File: src/hw/iosb_pkg.sv
// constants and types for the six-instruction execute block
// assumes one core clock and a decoder that presents one opcode at a time
//
// How it works
// - incr_skip_zero adds one to the file register, stores it, and leaves flags alone
// - a zero incr_skip_zero result turns the next instruction into a bubble
// - dest bit 0 writes the accumulator, 1 writes file register 0..127
// - jump_absolute loads its 11-bit operand into pc bits 10:0, no flags
// - jump_absolute fills pc bits 14:11 from latch bits 6:3
// - jump_absolute takes two instruction cycles
// - or_literal_acc ORs accumulator with literal into accumulator, updates zero
// - or_acc_reg ORs accumulator with file register to dest, updates zero
// - incr_reg adds one to file register to dest, updates zero, never skips
// - shift_left_logical: bit 7 to carry, shift left, zero in, updates zero
package iosb_pkg;

  localparam int DATA_W  = 8;
  localparam int ADDR_W  = 7;
  localparam int PC_W    = 15;
  localparam int JMP_W   = 11;
  localparam int LATCH_W = 7;
  localparam int LAT_LO  = 3;
  localparam int LAT_HI  = 6;
  localparam int MSB     = 7;

  localparam logic [DATA_W-1:0]  ONE_D   = 8'h01;
  localparam logic [DATA_W-1:0]  ZERO_D  = 8'h00;
  localparam logic [PC_W-1:0]    ZERO_PC = 15'h0000;
  localparam logic [ADDR_W-1:0]  ZERO_A  = 7'h00;

  typedef enum logic [2:0] {
    OP_NONE   = 3'b000,
    OP_INCSZ  = 3'b001,
    OP_INC    = 3'b010,
    OP_ORLIT  = 3'b011,
    OP_ORREG  = 3'b100,
    OP_SHL    = 3'b101,
    OP_JUMP   = 3'b110
  } iosb_op_t;

  typedef enum logic [1:0] {
    ST_RUN    = 2'b00,
    ST_BUBBLE = 2'b01
  } iosb_state_t;

endpackage : iosb_pkg

File: src/hw/iosb_exec.sv
// execute stage for increment, OR, left shift and absolute jump
// assumes decoder holds op_i for one cycle when valid_i and honours busy_o;
// file-register read data fdata_i is valid in the same cycle as the request
`timescale 1ns/10ps
module iosb_exec
  import iosb_pkg::*;
(
  // clock and reset
  input  wire logic               mclk_i,
  input  wire logic               rst_b_i,
  // decoded instruction
  input  wire logic               valid_i,
  input  iosb_op_t                op_i,
  input  wire logic [ADDR_W-1:0]  faddr_i,
  input  wire logic               dest_i,
  input  wire logic [DATA_W-1:0]  lit_i,
  input  wire logic [JMP_W-1:0]   jaddr_i,
  input  wire logic [LATCH_W-1:0] pclatch_i,
  // file-register read data
  input  wire logic [DATA_W-1:0]  fdata_i,
  // file-register write
  output logic                    fwe_o,
  output logic [ADDR_W-1:0]       fwaddr_o,
  output logic [DATA_W-1:0]       fwdata_o,
  // core state
  output logic [DATA_W-1:0]       acc_o,
  output logic                    zero_o,
  output logic                    carry_o,
  // fetch control
  output logic                    pc_load_o,
  output logic [PC_W-1:0]         pc_o,
  output logic                    squash_o,
  output logic                    busy_o,
  output logic                    done_o
);

  typedef struct packed {
    iosb_state_t       st;
    logic              fwe;
    logic [ADDR_W-1:0] fwaddr;
    logic [DATA_W-1:0] fwdata;
    logic [DATA_W-1:0] acc;
    logic              zero;
    logic              carry;
    logic              pc_load;
    logic [PC_W-1:0]   pc;
    logic              squash;
    logic              busy;
    logic              done;
  } iosb_state_s_t;

  iosb_state_s_t st_ff;
  iosb_state_s_t nxt_st;

  ////////////////////////////////////////////////////////////////////////
  function automatic logic is_zero(input logic [DATA_W-1:0] v);
    is_zero = (v == ZERO_D);
  endfunction : is_zero

  ////////////////////////////////////////////////////////////////////////
  always_comb
  begin
    logic [DATA_W-1:0] res;
    res            = ZERO_D;
    nxt_st         = st_ff;
    nxt_st.fwe     = 1'b0;
    nxt_st.pc_load = 1'b0;
    nxt_st.squash  = 1'b0;
    nxt_st.done    = 1'b0;
    nxt_st.busy    = 1'b0;
    unique case (st_ff.st)
      ST_BUBBLE:
      begin
        // second cycle of skip or jump: no work, then done
        nxt_st.st   = ST_RUN;
        nxt_st.done = 1'b1;
      end
      ST_RUN:
      begin
        if (valid_i)
        begin
          unique case (op_i)
            OP_INCSZ:
            begin
              res = fdata_i + ONE_D;
              if (is_zero(res))
              begin
                nxt_st.st     = ST_BUBBLE;
                nxt_st.squash = 1'b1;
                nxt_st.busy   = 1'b1;
              end
              else
              begin
                nxt_st.done = 1'b1;
              end
            end
            OP_INC:
            begin
              res         = fdata_i + ONE_D;
              nxt_st.zero = is_zero(res);
              nxt_st.done = 1'b1;
            end
            OP_ORLIT:
            begin
              res         = st_ff.acc | lit_i;
              nxt_st.acc  = res;
              nxt_st.zero = is_zero(res);
              nxt_st.done = 1'b1;
            end
            OP_ORREG:
            begin
              res         = st_ff.acc | fdata_i;
              nxt_st.zero = is_zero(res);
              nxt_st.done = 1'b1;
            end
            OP_SHL:
            begin
              nxt_st.carry = fdata_i[MSB];
              res          = {fdata_i[MSB-1:0], 1'b0};
              nxt_st.zero  = is_zero(res);
              nxt_st.done  = 1'b1;
            end
            OP_JUMP:
            begin
              nxt_st.pc      = {pclatch_i[LAT_HI:LAT_LO], jaddr_i};
              nxt_st.pc_load = 1'b1;
              nxt_st.squash  = 1'b1;
              nxt_st.busy    = 1'b1;
              nxt_st.st      = ST_BUBBLE;
            end
            default:
            begin
              nxt_st.done = 1'b0;
            end
          endcase
          // destination routing for file-register results
          if (op_i == OP_INCSZ || op_i == OP_INC || op_i == OP_ORREG ||
              op_i == OP_SHL)
          begin
            if (dest_i)
            begin
              nxt_st.fwe    = 1'b1;
              nxt_st.fwaddr = faddr_i;
              nxt_st.fwdata = res;
            end
            else
            begin
              nxt_st.acc = res;
            end
          end
        end
      end
      default:
      begin
        nxt_st.st = ST_RUN;
      end
    endcase
  end

  ////////////////////////////////////////////////////////////////////////
  always_ff @(posedge mclk_i)
  begin
    if (!rst_b_i)
    begin
      st_ff.st      <= ST_RUN;
      st_ff.fwe     <= 1'b0;
      st_ff.fwaddr  <= ZERO_A;
      st_ff.fwdata  <= ZERO_D;
      st_ff.acc     <= ZERO_D;
      st_ff.zero    <= 1'b0;
      st_ff.carry   <= 1'b0;
      st_ff.pc_load <= 1'b0;
      st_ff.pc      <= ZERO_PC;
      st_ff.squash  <= 1'b0;
      st_ff.busy    <= 1'b0;
      st_ff.done    <= 1'b0;
    end
    else
    begin
      st_ff <= nxt_st;
    end
  end

  assign fwe_o     = st_ff.fwe;
  assign fwaddr_o  = st_ff.fwaddr;
  assign fwdata_o  = st_ff.fwdata;
  assign acc_o     = st_ff.acc;
  assign zero_o    = st_ff.zero;
  assign carry_o   = st_ff.carry;
  assign pc_load_o = st_ff.pc_load;
  assign pc_o      = st_ff.pc;
  assign squash_o  = st_ff.squash;
  assign busy_o    = st_ff.busy;
  assign done_o    = st_ff.done;

endmodule : iosb_exec

File: config.mk
export PLATFORM = sky130hd
export DESIGN_NAME = iosb_exec
export DESIGN_NICKNAME = d
export VERILOG_FILES = /design/src/hw/iosb_pkg.sv /design/src/hw/iosb_exec.sv
export SDC_FILE = /design/constraint.sdc
export NUM_CORES = 1
export LEC_CHECK = 0
export BUFFER_PORTS_ARGS = -buffer_cell sky130_fd_sc_hd__buf_2
export CAP_MARGIN = 25
export CORE_ASPECT_RATIO = 1.2
export CORE_MARGIN = 2
export CORE_UTILIZATION = 54
export CTS_CLUSTER_SIZE = 20
export DETAILED_ROUTE_END_ITERATION = 6
export HOLD_SLACK_MARGIN = 0.08
export PLACE_DENSITY = 0.87
export SYNTH_ARGS = -nofsm -noshare
export SYNTH_HDL_FRONTEND = slang
export SYNTH_SLANG_ARGS = --single-unit
File: constraint.sdc
create_clock -name mclk_i -period 2.9 [get_ports mclk_i]
set_clock_uncertainty 0.05 [all_clocks]
set_input_delay 0.435 -clock mclk_i [delete_from_list [all_inputs] [get_ports mclk_i]]
set_output_delay 0.435 -clock mclk_i [all_outputs]
set_load 0.01 [all_outputs]
# Word level (Yosys, flattened, before mapping)
# Cells that the tools add are included.
# op_classes
add_sub_neg	1
eq_ne	8
muxes	15
bitwise_logic	2
reduce_logical	21
# op_table
op	n
$mux 16	2
$pmux 8 s4	1
$logic_not 8->1	3
$mux 8	3
$or 8x8->8	2
$reduce_and 3->1	5
$eq 3x3->1 const B	3
$add 8x1->8 const B	1
$pmux 2 s2	2
$reduce_and 4->1	2
$logic_not 7->1	1
$eq 3x2->1 const B	2
$mux 2	2
$pmux 1 s2	2
$pmux 1 s4	1
$reduce_and 2->1	2
$reduce_bool 4->1	1
$reduce_or 4->1	1
$eq 3x1->1 const B	1
$logic_or 1x1->1	3
$eq 2x1->1 const B	1
$logic_not 2->1	1
$mux 1	2
$ne 2x2->1 const B	1
2 further kinds	2
# word_totals
ff_bits	47
input_bits	48
output_inout_bits	45
word_cells	59

# Depth between registers and ports, before layout
# Gate-level depths: netlist (run 1).
# depth
ltp_word	6
mapped_depth	6
ltp_nobuf	6

# Least setup slack after synthesis (run 1)
# No wires, ideal clock.
# synth_timing
path_type	input to register
from	input port fdata_i[0]
to	register st_ff (netlist bit zero_o)
setup_ns	0.060
t_arrival_ns	1.713
required_time_ns	2.790
setup_slack_ns	1.077
stages	5
path_buffers	0
cell_sequence	ha_1 nand3_2 or4b_1 a32oi_2 o221a_1
# synth_via
elab_chain_cells	3
word_cells_on_any_way	6
cone_classes	add/sub: 1; mux: 1; bitwise: 1; reduce/logical: 3
# synth_lines
element	line_no	source
from (decl)	iosb_exec.sv:20	input wire logic [DATA_W-1:0] fdata_i,
$add 8x1->8 / $or 8x8->8 (equally long branches)	iosb_exec.sv:99, iosb_exec.sv:112	
$logic_not 8->1	iosb_exec.sv:57	is_zero = (v == ZERO_D);
$pmux 1 s4 *	iosb_exec.sv:82	unique case (op_i)
to (signal assigned)	iosb_exec.sv:180	st_ff <= nxt_st;
to (decl)	iosb_exec.sv:52	iosb_state_s_t st_ff;
# Mark *: on every way between the ends. The rest lies on a longest branch, timed or not.
# A chain may end at the register's enable or synchronous reset.

# Worst setup path in the final report (run 1)
# layout_timing
from	input port op_i[0]
to	register st_ff (netlist bit acc_o[2])
# layout_via
elab_chain_cells	5
word_cells_on_any_way	13
cone_classes	eq/ne: 5; mux: 4; reduce/logical: 4
# layout_lines
element	line_no	source
from (decl)	iosb_exec.sv:13	input iosb_op_t op_i,
$eq 3x1->1 / $eq 3x2->1 (equally long branches)	iosb_exec.sv:82, iosb_exec.sv:137	
$reduce_or 2->1 (no line) / $logic_or 1x1->1 (equally long branches)	--	
$pmux 8 s4 / $logic_or 1x1->1 (equally long branches)	iosb_exec.sv:82, iosb_exec.sv:137	
$mux 8 / $logic_or 1x1->1 (equally long branches)	iosb_exec.sv:140, iosb_exec.sv:137	
$mux 8 *	iosb_exec.sv:137	if (op_i == OP_INCSZ || op_i == OP_INC || op_i == OP_ORREG ||
# Marked as above.

==> results of run 1 <==
## logic make-up after synthesis
group	synth area share (%)
adders and majority gates	1.422
DFF	34.12
buffers and inverters	16.11
AOI/OAI and AO/OA	22.04
and+or+nand+nor	23.13
xor gates and xnor gates	1.659
muxes	1.517
## final cells by class
type | instances | area (µm²)
Timing Repair Buffer | 92 | 467.9
Tap cell | 58 | 72.57
Multi-Input combinational cell | 222 | 1314
Sequential cell | 45 | 900.9
Inverter | 9 | 33.78
Clock inverter | 1 | 30.03
Clock buffer | 7 | 86.33
Fill cell | 431 | 1757
## worst max-delay path by stage
| stage | depth (start not counted) | to | slack, ps |
|---|---|---|---|
| after floorplan | 5 | zero_o | 1080 |
| after global placement | 6 | zero_o | 730 |
| after detailed placement | 6 | zero_o | 700 |
| after CTS | 6 | zero_o | 1000 |
| after global routing | 6 | zero_o | 860 |
| final | 5 | acc_o[2] | 980 |
## worst max-delay path, stage by stage
cell and delay, ps:
buf_2 450, nand3b_2 270, nor2_1 490, a211oi_1 150, a311oi_1 270
## registers in the layout, summed over array words and instances, names as in the netlist
name and count:
fwdata_o 8, fwe_o 1, st_ff 1, acc_o 8
zero_o 1, squash_o 1, done_o 1, pc_o 15
pc_load_o 1, fwaddr_o 7, carry_o 1
## routing by layer
| layer | part of all wire, % | global-route usage (%) | vias up |
|---|---|---|---|
| li1 | - | - | 1228 |
| met1 | 41 | 29.45 | 1182 |
| met2 | 49 | 42.55 | 126 |
| met3 | 8.1 | 3.782 | 12 |
| met4 | 2.2 | 11.40 | 0 |
| met5 | 0 | 0 | - |
## stage by stage
| stage | std cells | utilization (%) |
|---|---|---|
| after global placement | 426 | 59.82 |
| after detailed placement | 426 | 59.82 |
| final | 434 | 62.32 |
| after global routing | 434 | 62.32 |
| after floorplan | 335 | - |
| after CTS | 434 | 62.32 |
## cell usage after synthesis (3+ instances only)
| cell | number | share of area (%) |
|---|---|---|
| nor2_1 | 17 | 2.4 |
| buf_4 | 43 | 12 |
| xnor2_1 | 3 | 1.0 |
| inv_1 | 9 | 1.3 |
| nand3_1 | 10 | 1.9 |
| dfxtp_1 | 45 | 34 |
| o2bb2ai_1 | 3 | 1.0 |
| nand2b_1 | 4 | 0.95 |
| nor2b_1 | 4 | 0.95 |
| buf_2 | 6 | 1.1 |
| o22ai_1 | 5 | 1.2 |
| nor3_1 | 5 | 0.95 |
| o32ai_1 | 3 | 1.0 |
| nand2_1 | 54 | 7.7 |
| ha_1 | 3 | 1.4 |
| nor4_1 | 8 | 1.9 |
| clkbuf_1 | 9 | 1.3 |
| a21oi_1 | 31 | 5.9 |
| a211oi_1 | 6 | 1.7 |
| mux2i_1 | 4 | 1.5 |
| nor3b_1 | 3 | 0.85 |
| a221oi_1 | 5 | 1.7 |
| o21ai_0 | 16 | 3.0 |
## report_power, final
part	total, mW	leakage, nW	switching, mW	internal [mW]
clock	0.487	0.0585	0.206	0.281
combinational	0.229	0.870	0.140	0.0898
sequential	0.651	0.365	0.0136	0.638
==> results.json, run 1 <==
{
  "outcome": "completed",
  "finalWeightedCongestion": 0.9613,
  "gr-total-overflow": 0,
  "via_per_inst": 5.871,
  "clock-root-buffer": "clkbuf_8",
  "slew_violations": 0,
  "core_mm2": 0.004662,
  "grtUsageTotal_pct": 24.68,
  "cts_inserted_buffers": 5,
  "cts_max_level": 2,
  "tns_ps": 0,
  "die_h_um": 80.60,
  "whs_ps": 320.8,
  "crit_type": "in2reg",
  "power.density_mw_per_mm2": 470.6,
  "max-cap-violations": 0,
  "die_area_mm2": 0.005467,
  "post_cts_resized": 0,
  "ys_warn_count": 0,
  "clkSlewWorstSetupHoldPaths_ps": 80,
  "worst_slack_ps": 978.4,
  "synth.distinct_cells": 54,
  "synthArstFlopShare_pct": 0,
  "final_common_cell": "buf_2",
  "worstMarginPinSlew_ps": 564.3,
  "num_vias": 2548,
  "mappedNetlistArea_mm2": 0.002640,
  "finalSetupViolations": 0,
  "dp_hpwl_mm": 4.908,
  "critical_path.max_fanout": 28,
  "rr_worst_depth": 4,
  "wl_per_cell_um": 15.07,
  "ys_ff_latch": 45,
  "synth_nets": 386,
  "cts_tree": "done",
  "dr.pass1.iters": 5,
  "grt_pass1_vias": 2279,
  "drive_gt1_share_pct": 29.52,
  "min_from": "faddr_i[3]",
  "drc": 0,
  "rsz0062_at_grt": "no",
  "ff2ff_setup_slack_ps": 1150,
  "ys_seq_area_share_pct": 34.12,
  "cp.required_ps": 3050,
  "ios": 93,
  "irDropWorstVdd_v": 0.0002745,
  "drt_wl_total_mm": 6.539,
  "nets": 426,
  "n_antenna_cell": 0,
  "clockBufferDepth": 2,
  "clk_latency_ps": 290,
  "drtIter0Drc": 171,
  "initial_core_util_pct": 56.63,
  "worstReg2RegEnd": "st_ff[45]",
  "syn_to_final_growth_pct": 10.05,
  "syn_inst": 335,
  "rows": 27,
  "worstHoldPathCells": 3,
  "avgSynthCellArea_um2": 7.881,
  "ant_nets": 0,
  "antenna_found_initial": 0,
  "cp-end-kind": "flip-flop",
  "grt_max_degree": 29,
  "cts_setup_buffers": 0,
  "crit_start": "op_i[0]",
  "pre_cts_slack_ps": 698.2,
  "max_slew_margin_pct": 62.38,
  "synth-edff-count": 0,
  "fmax_ghz": 0.5204,
  "die_w_um": 67.83,
  "hold_buffers": 0,
  "hold_viol": 0,
  "min_to": "fwaddr_o[3]",
  "layout_min_cycle_time_ps": 1922,
  "final_cell_mix": "89 x buf_2, 54 x nand2_1, 45 x dfxtp_1",
  "p_leak_nw": 1.293,
  "placed_area_mm2": 0.002789,
  "worstPathArrival_ps": 2070,
  "postLayoutCellArea_mm2": 0.002905,
  "grt_pass1_wl_mm": 10.36,
  "start_kind": "primary input",
  "ys.flop_type": "dfxtp_1",
  "hold_path_class": "in2reg",
  "io_buffers": 89,
  "fin_crit_sh_pct": 66.26,
  "reg2reg_from": "st_ff[45]",
  "numClockSinks": 45,
  "fin_total_pwr_mw": 1.367
}
(Power assumes the default switching activity.)
==> run 2, diff against run 1 <==
Settings changed: ABC_AREA from default to 1, CORE_UTILIZATION 54 to 50, PLACE_DENSITY 0.87 to 0.81.
Clock period 2.9 ns to 1.9 ns, I/O delays scaled along.
==> run 2 against run 1 <==
Sequential cell count is the same. Final area grew 1.4%. Critical path depth grew 2.
==> results.json, run 2 <==
{
  "syn_to_final_growth_pct": 12.41,
  "layout_min_cycle_time_ps": 1509,
  "ios": 93,
  "clock-root-buffer": "clkbuf_8",
  "avgSynthCellArea_um2": 6.880,
  "worstPathArrival_ps": 1660,
  "grt_pass1_vias": 2374,
  "critical_path.max_fanout": 3,
  "pre_cts_slack_ps": 151.2,
  "final.fill_count": 499,
  "placed_area_mm2": 0.002835,
  "worst_slack_ps": 391.4,
  "postLayoutCellArea_mm2": 0.002947,
  "drt_wl_total_mm": 6.533,
  "worstMarginPinSlew_ps": 516.3,
  "num_vias": 2630,
  "antenna_found_initial": 0,
  "dr.pass1.iters": 5,
  "die_area_mm2": 0.005840,
  "outcome": "completed",
  "grt_max_degree": 31,
  "seqPwrFrac_pct": 47.5,
  "yosysTopAreaCellShare_pct": 34.37,
  "start_kind": "flip-flop",
  "clockBufferDepth": 2,
  "sw_frac_of_total_pct": 28.35,
  "final_cell_mix": "89 x buf_2, 76 x nor2_1, 45 x nand2_1, 45 x dfxtp_1, 44 x o21ai_0",
  "via_per_inst": 5.313,
  "final_common_cell": "buf_2",
  "die_h_um": 83.32,
  "fin_crit_sh_pct": 79.40,
  "ys_ff_latch": 45,
  "p_sw_mw": 0.6047,
  "rows": 28,
  "fmax_ghz": 0.6629,
  "cp.required_ps": 2050,
  "max-cap-violations": 0,
  "irDropWorstVdd_v": 0.0005199,
  "wl_met2_mm": 3.110,
  "whs_ps": 153.3,
  "initial_core_util_pct": 52.32,
  "finalWeightedCongestion": 0.9238,
  "hold_viol": 0,
  "post_cts_resized": 0,
  "dp_hpwl_mm": 4.829,
  "cts_max_level": 2,
  "clkPwrFrac_pct": 34.5,
  "combPwrFrac_pct": 18.0,
  "yosysMostFrequentCell": "nor2_1",
  "p_int_mw": 1.528,
  "fin_total_pwr_mw": 2.133,
  "n_antenna_cell": 0,
  "synth_common_cells": "76 x nor2_1, 45 x dfxtp_1, 45 x nand2_1",
  "dr_wl_met3_um": 520,
  "cts_inserted_buffers": 5,
  "drc": 0,
  "slew_violations": 0,
  "wl_per_cell_um": 13.20,
  "cts_tree": "done",
  "tns_ps": 0,
  "clk_latency_ps": 310,
  "grtUsageTotal_pct": 22.21,
  "ys_warn_count": 0,
  "ant_nets": 0,
  "grt_pass1_wl_mm": 10.65,
  "io_buffers": 89,
  "synth.distinct_cells": 36,
  "syn_inst": 381,
  "clkSlewWorstSetupHoldPaths_ps": 90,
  "top_layer": "met4",
  "finalSetupViolations": 0,
  "crit_type": "reg2reg",
  "numClockSinks": 45,
  "nets": 485,
  "p_leak_nw": 1.550,
  "cts_setup_buffers": 0,
  "synth-edff-count": 0,
  "gr-total-overflow": 0,
  "hold_buffers": 0,
  "ys.flop_type": "dfxtp_1",
  "drt-met1-wl_mm": 2.656,
  "cp-end-kind": "flip-flop",
  "synth_nets": 432,
  "drtIter0Drc": 188,
  "synthArstFlopShare_pct": 0,
  "die_w_um": 70.10,
  "power.density_mw_per_mm2": 723.8,
  "ys_top_cells_by_area": "dfxtp_1 34%, buf_4 11%, nor2_1 11%",
  "rsz0062_at_grt": "no",
  "synth_top_area_cell": "dfxtp_1",
  "mappedNetlistArea_mm2": 0.002621,
  "largest_register_ffs": 15,
  "max_slew_margin_pct": 65.54,
  "core_mm2": 0.005010,
  "ys_seq_area_share_pct": 34.37,
  "drive_gt1_share_pct": 27.82,
  "hold_path_class": "in2reg"
}
run 2: logic make-up after synthesis:
logic type / Yosys count / share of synthesized area (%)
AND/OR/NAND/NOR: 161 / 27.06
buffers and inverters: 89 / 19.28
AO/OA/AOI/OAI: 82 / 17.52
flip-flops: 45 / 34.37
adder cells (fa/ha/maj): 3 / 1.432
XOR/XNOR: 1 / 0.3342
run 2: worst paths after layout:
check	startpoint	end	slack, ps	cells past startpoint
worst max-delay path	acc_o[6]	fwdata_o[6]	390	7
worst min-delay path	jaddr_i[6]	pc_o[6]	150	3
worst max register to register	acc_o[6]	fwdata_o[6]	390	7
worst min register to register	fwaddr_o[1]	fwaddr_o[1]	430	2
run 2: through the flow:
stage / util [%] / instances
CTS: 58.82 / 495
finish: 58.82 / 495
global route: 58.82 / 495
detailed placement: 56.59 / 487
global placement: 56.59 / 487
floorplan: - / 381
run 2: worst max-delay path, stage by stage, from the launching register on:
cell and delay [ps]:
dfxtp_1 340, or2_2 340, nand2_1 100, o21ai_0 80, o21ai_0 180, nand2_1 130, o21ai_1 130, inv_1 40
run 2: area by class of cell:
class	count	area (µm²)	area share [%]
multi-input combinational	247	1215	41.23
inverter	39	146.4	4.968
clock inverter	2	38.79	1.316
tap	60	75.07	2.548
timing repair buffer	96	498.0	16.90
clock buffer	6	72.57	2.463
sequential	45	900.9	30.57
run 2: layer usage:
metal / global-route usage (%) / vias to the layer above
li1: - / 1304
met1: 26.54 / 1175
met2: 38.10 / 123
met3: 4.854 / 28
met4: 9.266 / 0
met5: 0 / -
run 2: power groups by stage:
| stage | Clock (mW) | Sequential [mW] | Combinational (mW) |
|---|---|---|---|
| after floorplan | 0 | 1.03 | 0.279 |
| after global placement | 0 | 1.03 | 0.375 |
| after detailed placement | 0 | 1.03 | 0.380 |
| after CTS | 0.744 | 1.01 | 0.382 |
| after global routing | 0.778 | 1.02 | 0.429 |
| final | 0.735 | 1.01 | 0.385 |
